--- src/common/isr_pkg.sv ---
/*
  Package for the instrument status reporting block: command codes,
  register widths, bit positions, reset values and queue sizes.
  Assumes a single system clock and one command source.
*/
package isr_pkg;
  localparam int STD_W = 8;
  localparam int QUES_W = 16;
  localparam int DATA_W = 16;
  localparam int ERRQ_DEPTH = 20;
  localparam int ERR_MSG_CHARS = 80;
  // Standard event bit positions
  localparam int STD_OPC = 0;
  localparam int STD_QYE = 2;
  localparam int STD_DDE = 3;
  localparam int STD_EXE = 4;
  localparam int STD_CME = 5;
  localparam int STD_PON = 7;
  localparam logic [7:0] STD_USED = 8'hbd;
  localparam logic [7:0] STD_RST = 8'h80;
  // Questionable data bit positions
  localparam int QUES_VOLT = 0;
  localparam int QUES_CURR = 1;
  localparam int QUES_OHM = 9;
  localparam int QUES_LO = 11;
  localparam int QUES_HI = 12;
  localparam logic [15:0] QUES_USED = 16'h1a03;
  localparam logic [15:0] QUES_RST = 16'h0000;
  localparam logic [15:0] QEN_RST = 16'h0000;
  localparam logic [7:0] ESE_RST = 8'h00;
  localparam logic [7:0] SRE_RST = 8'h00;
  // Status byte bit positions
  localparam int STB_QUES = 3;
  localparam int STB_MAV = 4;
  localparam int STB_ESB = 5;
  localparam int STB_RQS = 6;
  localparam logic [15:0] OPC_REPLY = 16'h0001;
  localparam logic [15:0] ERR_NONE = 16'h0000;

  typedef enum logic [3:0] {
    CMD_CLS = 4'b0000,
    CMD_ESE_W = 4'b0001,
    CMD_ESE_Q = 4'b0010,
    CMD_ESR_Q = 4'b0011,
    CMD_OPC = 4'b0100,
    CMD_OPC_Q = 4'b0101,
    CMD_PSC_W = 4'b0110,
    CMD_PSC_Q = 4'b0111,
    CMD_SRE_W = 4'b1000,
    CMD_SRE_Q = 4'b1001,
    CMD_STB_Q = 4'b1010,
    CMD_QEN_W = 4'b1011,
    CMD_QEN_Q = 4'b1100,
    CMD_QEV_Q = 4'b1101,
    CMD_PRESET = 4'b1110,
    CMD_ERR_Q = 4'b1111
  } isr_cmd_t;

  typedef enum logic [0:0] {
    ST_INIT = 1'b0,
    ST_RUN = 1'b1
  } isr_state_t;
endpackage : isr_pkg

--- src/design/isr_err_fifo.sv ---
/*
  Error queue: first-in first-out store of error codes.
  Assumes push and pop come from logic on clk_sys.
*/
`timescale 1ns/1ps
`default_nettype none
module isr_err_fifo #(
  parameter int WIDTH = 16,
  parameter int DEPTH = 20
) (
  input wire logic clk_sys,
  input wire logic sys_rst,
  input wire logic push_valid,
  input wire logic [WIDTH-1:0] push_data,
  output logic push_ready,
  input wire logic pop_req,
  output logic head_valid,
  output logic [WIDTH-1:0] head_data
);
  localparam int AW = $clog2(DEPTH);
  localparam int CW = $clog2(DEPTH + 1);

  logic [WIDTH-1:0] mem [DEPTH];
  logic [AW-1:0] wr_reg;
  logic [AW-1:0] rd_reg;
  logic [CW-1:0] cnt_reg;
  logic do_push;
  logic do_pop;

  assign push_ready = (cnt_reg != CW'(DEPTH));
  assign head_valid = (cnt_reg != '0);
  assign head_data = mem[rd_reg];
  // New errors beyond the depth are dropped
  assign do_push = push_valid && push_ready;
  assign do_pop = pop_req && head_valid;

  function automatic logic [AW-1:0] isr_wrap(input logic [AW-1:0] p);
    isr_wrap = (p == AW'(DEPTH - 1)) ? '0 : p + 1'b1;
  endfunction : isr_wrap

  always_ff @(posedge clk_sys) begin
    if (do_push) begin
      mem[wr_reg] <= push_data;
    end
  end

  always_ff @(posedge clk_sys or posedge sys_rst) begin
    if (sys_rst) begin
      wr_reg <= '0;
      rd_reg <= '0;
      cnt_reg <= '0;
    end else begin
      if (do_push) begin
        wr_reg <= isr_wrap(wr_reg);
      end
      if (do_pop) begin
        rd_reg <= isr_wrap(rd_reg);
      end
      cnt_reg <= cnt_reg + CW'(do_push) - CW'(do_pop);
    end
  end
endmodule : isr_err_fifo
`default_nettype wire

--- src/design/isr_status_regs.sv ---
/*
  Status reporting registers: standard event and questionable data
  event registers with enable masks, status byte, service request,
  power-on status clear setting and error queue, driven by decoded
  status commands.
  Assumes a command decoder, the measurement logic and non-volatile
  storage all on clk_sys; the formatter turns reply values into text.
*/
`timescale 1ns/1ps
`default_nettype none
module isr_status_regs #(
  parameter int ERR_DEPTH = isr_pkg::ERRQ_DEPTH
) (
  input wire logic clk_sys,
  input wire logic sys_rst,
  input wire logic cmd_valid,
  input wire isr_pkg::isr_cmd_t cmd_code,
  input wire logic [15:0] cmd_arg,
  output logic cmd_ready,
  output logic rsp_valid,
  output logic [15:0] rsp_data,
  input wire logic ops_idle,
  input wire logic ev_query_empty,
  input wire logic ev_query_unread,
  input wire logic ev_query_full,
  input wire logic ev_selftest_err,
  input wire logic ev_cal_err,
  input wire logic ev_exec_err,
  input wire logic ev_syntax_err,
  input wire logic [15:0] err_code,
  input wire logic ovl_volt,
  input wire logic ovl_curr,
  input wire logic ovl_ohm,
  input wire logic limit_test_on,
  input wire logic limit_low,
  input wire logic limit_high,
  input wire logic msg_avail,
  input wire logic spoll_req,
  output logic [7:0] spoll_data,
  output logic srq_out,
  input wire logic nv_psc,
  input wire logic [7:0] nv_ese,
  input wire logic [7:0] nv_sre,
  output logic nv_save,
  output logic nv_psc_val,
  output logic [7:0] nv_ese_val,
  output logic [7:0] nv_sre_val
);
  isr_pkg::isr_state_t state_reg;
  logic [7:0] std_reg;
  logic [15:0] ques_reg;
  logic [7:0] ese_reg;
  logic [7:0] sre_reg;
  logic [15:0] qen_reg;
  logic psc_reg;
  logic rqs_reg;
  logic svc_prev_reg;
  logic rsp_valid_reg;
  logic [15:0] rsp_data_reg;
  logic [7:0] spoll_reg;
  logic nv_save_reg;
  logic take;
  logic [7:0] std_set;
  logic [15:0] ques_set;
  logic [7:0] std_next;
  logic [15:0] ques_next;
  logic std_sum;
  logic ques_sum;
  logic [7:0] stb_core;
  logic [7:0] stb_full;
  logic svc;
  logic svc_rise;
  logic err_any;
  logic errq_head_valid;
  logic [15:0] errq_head;
  logic [15:0] rsp_next;

  function automatic logic isr_hit(
    input logic t,
    input isr_pkg::isr_cmd_t code,
    input isr_pkg::isr_cmd_t want
  );
    isr_hit = t && (code == want);
  endfunction : isr_hit

  ////////////////////////////////////////////////////////////////////
  // Command acceptance

  // Completion commands wait for all earlier work to finish
  always_comb begin
    cmd_ready = (state_reg == isr_pkg::ST_RUN);
    if ((cmd_code == isr_pkg::CMD_OPC) ||
        (cmd_code == isr_pkg::CMD_OPC_Q)) begin
      cmd_ready = cmd_ready && ops_idle;
    end
  end

  assign take = cmd_valid && cmd_ready;

  // One cycle after reset the stored settings are loaded
  always_ff @(posedge clk_sys or posedge sys_rst) begin
    if (sys_rst) begin
      state_reg <= isr_pkg::ST_INIT;
    end else begin
      state_reg <= isr_pkg::ST_RUN;
    end
  end

  ////////////////////////////////////////////////////////////////////
  // Standard event register

  always_comb begin
    std_set = '0;
    std_set[isr_pkg::STD_OPC] = isr_hit(take, cmd_code, isr_pkg::CMD_OPC);
    std_set[isr_pkg::STD_QYE] = ev_query_empty || ev_query_unread ||
                                ev_query_full;
    std_set[isr_pkg::STD_DDE] = ev_selftest_err || ev_cal_err ||
                                ovl_volt || ovl_curr || ovl_ohm;
    std_set[isr_pkg::STD_EXE] = ev_exec_err;
    std_set[isr_pkg::STD_CME] = ev_syntax_err;
  end

  // A set in the clearing cycle survives the clear
  always_comb begin
    std_next = std_reg;
    if (isr_hit(take, cmd_code, isr_pkg::CMD_CLS) ||
        isr_hit(take, cmd_code, isr_pkg::CMD_ESR_Q)) begin
      std_next = '0;
    end
    std_next = (std_next | std_set) & isr_pkg::STD_USED;
  end

  always_ff @(posedge clk_sys or posedge sys_rst) begin
    if (sys_rst) begin
      std_reg <= isr_pkg::STD_RST;
    end else begin
      std_reg <= std_next;
    end
  end

  ////////////////////////////////////////////////////////////////////
  // Questionable data event register

  always_comb begin
    ques_set = '0;
    ques_set[isr_pkg::QUES_VOLT] = ovl_volt;
    ques_set[isr_pkg::QUES_CURR] = ovl_curr;
    ques_set[isr_pkg::QUES_OHM] = ovl_ohm;
    ques_set[isr_pkg::QUES_LO] = limit_test_on && limit_low;
    ques_set[isr_pkg::QUES_HI] = limit_test_on && limit_high;
  end

  always_comb begin
    ques_next = ques_reg;
    if (isr_hit(take, cmd_code, isr_pkg::CMD_CLS) ||
        isr_hit(take, cmd_code, isr_pkg::CMD_QEV_Q)) begin
      ques_next = '0;
    end
    ques_next = (ques_next | ques_set) & isr_pkg::QUES_USED;
  end

  always_ff @(posedge clk_sys or posedge sys_rst) begin
    if (sys_rst) begin
      ques_reg <= isr_pkg::QUES_RST;
    end else begin
      ques_reg <= ques_next;
    end
  end

  ////////////////////////////////////////////////////////////////////
  // Enable masks and power-on clear setting

  always_ff @(posedge clk_sys or posedge sys_rst) begin
    if (sys_rst) begin
      ese_reg <= isr_pkg::ESE_RST;
      sre_reg <= isr_pkg::SRE_RST;
    end else if (state_reg == isr_pkg::ST_INIT) begin
      ese_reg <= nv_psc ? isr_pkg::ESE_RST : nv_ese;
      sre_reg <= nv_psc ? isr_pkg::SRE_RST : nv_sre;
    end else begin
      if (isr_hit(take, cmd_code, isr_pkg::CMD_ESE_W)) begin
        ese_reg <= cmd_arg[7:0];
      end
      if (isr_hit(take, cmd_code, isr_pkg::CMD_SRE_W)) begin
        sre_reg <= cmd_arg[7:0];
      end
    end
  end

  always_ff @(posedge clk_sys or posedge sys_rst) begin
    if (sys_rst) begin
      qen_reg <= isr_pkg::QEN_RST;
    end else if (isr_hit(take, cmd_code, isr_pkg::CMD_PRESET)) begin
      qen_reg <= '0;
    end else if (isr_hit(take, cmd_code, isr_pkg::CMD_QEN_W)) begin
      qen_reg <= cmd_arg;
    end
  end

  always_ff @(posedge clk_sys or posedge sys_rst) begin
    if (sys_rst) begin
      psc_reg <= 1'b0;
    end else if (state_reg == isr_pkg::ST_INIT) begin
      psc_reg <= nv_psc;
    end else if (isr_hit(take, cmd_code, isr_pkg::CMD_PSC_W)) begin
      psc_reg <= cmd_arg[0];
    end
  end

  // Storage is told to save after any change of a kept setting
  always_ff @(posedge clk_sys or posedge sys_rst) begin
    if (sys_rst) begin
      nv_save_reg <= 1'b0;
    end else begin
      nv_save_reg <= isr_hit(take, cmd_code, isr_pkg::CMD_PSC_W) ||
                     isr_hit(take, cmd_code, isr_pkg::CMD_ESE_W) ||
                     isr_hit(take, cmd_code, isr_pkg::CMD_SRE_W);
    end
  end

  assign nv_save = nv_save_reg;
  assign nv_psc_val = psc_reg;
  assign nv_ese_val = ese_reg;
  assign nv_sre_val = sre_reg;

  ////////////////////////////////////////////////////////////////////
  // Status byte and service request

  assign std_sum = |(std_reg & ese_reg);
  assign ques_sum = |(ques_reg & qen_reg);

  always_comb begin
    stb_core = '0;
    stb_core[isr_pkg::STB_QUES] = ques_sum;
    stb_core[isr_pkg::STB_MAV] = msg_avail;
    stb_core[isr_pkg::STB_ESB] = std_sum;
    stb_full = stb_core;
    stb_full[isr_pkg::STB_RQS] = rqs_reg;
  end

  assign svc = |(stb_core & sre_reg);
  assign svc_rise = svc && !svc_prev_reg;

  // Poll clears only the request bit; a new request wins over it
  always_ff @(posedge clk_sys or posedge sys_rst) begin
    if (sys_rst) begin
      rqs_reg <= 1'b0;
      svc_prev_reg <= 1'b0;
    end else begin
      svc_prev_reg <= svc;
      if (svc_rise) begin
        rqs_reg <= 1'b1;
      end else if (spoll_req) begin
        rqs_reg <= 1'b0;
      end
    end
  end

  always_ff @(posedge clk_sys or posedge sys_rst) begin
    if (sys_rst) begin
      spoll_reg <= '0;
    end else if (spoll_req) begin
      spoll_reg <= stb_full;
    end
  end

  assign spoll_data = spoll_reg;
  assign srq_out = rqs_reg;

  ////////////////////////////////////////////////////////////////////
  // Error queue

  assign err_any = ev_query_empty || ev_query_unread || ev_query_full ||
                   ev_selftest_err || ev_cal_err || ev_exec_err ||
                   ev_syntax_err;

  isr_err_fifo #(
    .WIDTH(isr_pkg::DATA_W),
    .DEPTH(ERR_DEPTH)
  ) u_errq (
    .clk_sys(clk_sys),
    .sys_rst(sys_rst),
    .push_valid(err_any),
    .push_data(err_code),
    .push_ready(),
    .pop_req(isr_hit(take, cmd_code, isr_pkg::CMD_ERR_Q)),
    .head_valid(errq_head_valid),
    .head_data(errq_head)
  );

  ////////////////////////////////////////////////////////////////////
  // Query replies

  // Replies carry the plain binary value of the register
  always_comb begin
    case (cmd_code)
      isr_pkg::CMD_ESE_Q: rsp_next = {8'h00, ese_reg};
      isr_pkg::CMD_ESR_Q: rsp_next = {8'h00, std_reg};
      isr_pkg::CMD_OPC_Q: rsp_next = isr_pkg::OPC_REPLY;
      isr_pkg::CMD_PSC_Q: rsp_next = {15'h0000, psc_reg};
      isr_pkg::CMD_SRE_Q: rsp_next = {8'h00, sre_reg};
      isr_pkg::CMD_STB_Q: rsp_next = {8'h00, stb_full};
      isr_pkg::CMD_QEN_Q: rsp_next = qen_reg;
      isr_pkg::CMD_QEV_Q: rsp_next = ques_reg;
      isr_pkg::CMD_ERR_Q: rsp_next = errq_head_valid ? errq_head :
                                     isr_pkg::ERR_NONE;
      default: rsp_next = '0;
    endcase
  end

  always_ff @(posedge clk_sys or posedge sys_rst) begin
    if (sys_rst) begin
      rsp_valid_reg <= 1'b0;
      rsp_data_reg <= '0;
    end else begin
      rsp_valid_reg <= 1'b0;
      if (take) begin
        case (cmd_code)
          isr_pkg::CMD_ESE_Q, isr_pkg::CMD_ESR_Q, isr_pkg::CMD_OPC_Q,
          isr_pkg::CMD_PSC_Q, isr_pkg::CMD_SRE_Q, isr_pkg::CMD_STB_Q,
          isr_pkg::CMD_QEN_Q, isr_pkg::CMD_QEV_Q,
          isr_pkg::CMD_ERR_Q: begin
            rsp_valid_reg <= 1'b1;
            rsp_data_reg <= rsp_next;
          end
          default: begin
            rsp_valid_reg <= 1'b0;
          end
        endcase
      end
    end
  end

  assign rsp_valid = rsp_valid_reg;
  assign rsp_data = rsp_data_reg;
endmodule : isr_status_regs
`default_nettype wire

--- config.mk ---
export PLATFORM = sky130hd
export DESIGN_NAME = isr_status_regs
export DESIGN_NICKNAME = d
export VERILOG_FILES = /design/src/common/isr_pkg.sv /design/src/design/isr_err_fifo.sv /design/src/design/isr_status_regs.sv
export SDC_FILE = /design/constraint.sdc
export NUM_CORES = 1
export LEC_CHECK = 0
export BUFFER_PORTS_ARGS = -buffer_cell sky130_fd_sc_hd__clkbuf_2
export CORE_MARGIN = 3
export CORE_UTILIZATION = 50
export CTS_CLUSTER_SIZE = 20
export DETAILED_ROUTE_END_ITERATION = 6
export PLACE_DENSITY = 0.69
export SYNTH_ARGS = -nofsm -noshare
export SYNTH_HDL_FRONTEND = slang
export SYNTH_SLANG_ARGS = --single-unit
--- constraint.sdc ---
create_clock -name clk_sys -period 3.85 [get_ports clk_sys]
set_input_delay 0.77 -clock clk_sys [delete_from_list [all_inputs] [get_ports clk_sys]]
set_output_delay 0.77 -clock clk_sys [all_outputs]
set_load 0.01 [all_outputs]
==> run metrics <==
count of mapped cells out of synthesis=997; Max FO, Critical Path=26; crit path time final=roughly 2700 ps; share of cells above drive strength 1=~25%; worst-case reg-to-reg path depth=5; complex-gate fraction of the synthesized area=8.61%; Worst-path clk slew=~60 ps; number of flip-flops in the largest register=320; worst rel slew slack=a little under a third; # hold bufs at CTS=0; FILL cells=around 2500; # IOs=117; Setup WS post-layout=~1200 ps; vias in the first global route=around 9600; R2R Path End=rsp_data[15]; via count=9456; Worst setup SP type=register; placed instance area=approximately 18000 um^2; register area share after synthesis=just over 70%; MaxCap Viol Count=0; diode count=0; syn avg cell area=about 17 um^2; # Post-CTS Setup Buffers=0; Critical Path Max Stage Delay=800 ps; # DRC=0; num rows=65; Hold Slack=roughly 260 ps; main combinational cell family by area after synthesis=multiplexers; combinational fraction of design power=a little under a fifth; crit share post-route=between 60 and 70%; CP arrival=3070 ps; RSZ-0062 raised after global routing=false; worst-margin pin slew=1020 ps; Net Switching=~3200 uW; peak supply drop=around 400 uV; DP Wirelength=24.0 mm; Final Hold Fails=0; Post-synth EDFFs=between 300 and 400; Setup CP Type=register to register; top post-synthesis cells by area=edfxtp_1 58%, dfrtp_1 13%, mux4_2 8.7%; DR WL/cell=between 20 and 25 um; overall routing resource usage=a little over a fifth; initial detailed-routing violation count=827; Die Span Y=approximately 190 um; global placer's final weighted congestion=0.895; Clock power frac=between 30% and 40%; worst clock skew=roughly 12 ps; synthesis-to-finish area growth=14.6%; root buf cell=clkbuf_16; total chip power=about 12000 uW; Int Power=~8700 uW; asr flop ratio synth=roughly a fifth; endpoints failing setup=0; post-CTS sizing=0; Sequential Power Share=between 40% and 50%; initial antenna violation count=0; Sw Ratio=a little over a quarter; Final Instance Area=around 19000 um^2; status=finished clean; top-count cell post-synth=edfxtp_1; # port buffers=about 110; NumNets Final=1217; largest net degree at the start of global routing=41; Synth Area in Adders=less than 1%; reg2reg start=u_errq.rd_reg[0]; CP required=4260 ps; CTS buffer count=between 40 and 50; Buffers & Inverters on Critical Path=1; Starting Density=between 50% and 60%; TritonCTS Sinks=404; global-route wire length before repair=approximately 58 mm; Crit-path slowest cell=dfrtp_4; Pwr per Cell Area=about 630 nW/um^2; vias per cell=slightly below 6; dpl ws=800 ps; TritonRoute pass-1 iters=5; drt total wl=37.0 mm; Post-Synth XOR/XNOR Area=0.424%; Post-Syn Area=about 17000 um^2; worst skew pair latency=530 ps; Critical Path End Type=register; FF/Latch Area=11700 um^2; multiplexer share of the synthesized area=between 10% and 20%; leakage=0.00686 uW; worst hold path class=input pin to async pin; number of H-tree levels=2; Yosys top cell by area=edfxtp_1; YS warnings=0; total core area=32000 um^2; Synth top cells by count=320 x edfxtp_1, 83 x dfrtp_1, 64 x mux4_2; clk buf depth=3; simple-gate share of the synthesized area=4.68%; crit-path cells=buf_4 -> mux4_2 -> a22oi_1 -> a21oi_1 -> a211o_1; Max Clk Rate=0.375 GHz; overall die width=~190 um; grt ovf=0; fin. max-slew vios=0; DIE AREA=~35000 um^2; CTS tree=done; Crit path max-delay family=flip-flops; multi-input logic area=around 4300 um^2; Synth top area share=about three fifths; Routed Antenna Nets=0; Cell variety after synth=65; Post-synth top flop=edfxtp_1; setup_tns=0 ps; R2R Setup Slk=~1200 ps; synthesized flop and latch total=slightly above 400
stage by stage:
stage	cells	utilization, %
2_1_floorplan	1000	-
3_3_place_gp	1525	54.9
3_5_place_dp	1525	54.9
4_1_cts	1599	59.1
5_1_grt	1599	59.1
6_report	1599	59.1
cell families after synthesis:
| kind of cell | after synthesis |
|---|---|
| other cells | 2 |
| compound gates | 204 |
| buf+inv | 101 |
| xor+xnor | 8 |
| simple gates | 159 |
| mux | 107 |
| flops | 404 |
| fa+ha+maj | 12 |
worst max-delay path by stage:
stage	from	to	slack [ps]	cells past startpoint
final	u_errq.rd_reg[0]	rsp_data[15]	1180	5
after detailed placement	cmd_code[2]	u_errq.cnt_reg[4]	800	13
after global placement	cmd_code[2]	u_errq.cnt_reg[4]	800	13
after floorplan	sys_rst	nv_ese_val[0]	920	1
after CTS	u_errq.rd_reg[0]	rsp_data[15]	1160	5
after global routing	u_errq.rd_reg[0]	rsp_data[15]	940	5
routing by layer:
metal | vias up | global-route usage, % | wire length, um
met3 | 51 | 4.08 | 2750
met5 | - | 0 | 0
met4 | 0 | 5.17 | 706
met1 | 4823 | 30.2 | 15900
li1 | 4220 | - | -
met2 | 362 | 33.7 | 17700
power groups by stage:
stage / clock network (uW) / logic (uW) / registers (uW)
after floorplan: 0 / 1630 / 5630
after global placement: 0 / 2230 / 5750
after detailed placement: 0 / 2270 / 5790
after CTS: 4000 / 2280 / 5700
after global routing: 4160 / 2460 / 5760
final: 3910 / 2260 / 5700
placed cells by master (no fill, tap or decap), types with 8 or more instances in the layout:
cell type	netlist	layout
dfrtp_1	83	81
nand3_1	25	25
mux2i_1	38	38
ha_1	11	11
o21ai_0	56	56
clkbuf_2	0	112
edfxtp_1	320	320
a22oi_1	32	32
nand2_1	41	41
inv_1	39	38
buf_4	10	38
a211o_1	11	11
o221ai_1	18	18
a22o_1	12	12
clkbuf_1	21	8
clkinv_1	0	9
mux4_2	64	64
nor3_1	8	8
o22ai_1	8	8
a21oi_1	26	26
nor2_1	44	43
clkbuf_16	0	41
final cells by class:
cell class              instances  share of cell area, %
repair buffers                151                   4.57
clock buffers                  51                   5.73
flip-flops and latches        404                   61.9
inverters                      40                  0.800
clock inverters                23                   1.28
multi-input cells             495                   22.8
well taps                     435                   2.88
No activity file was read; power rests on OpenSTA's default activity.
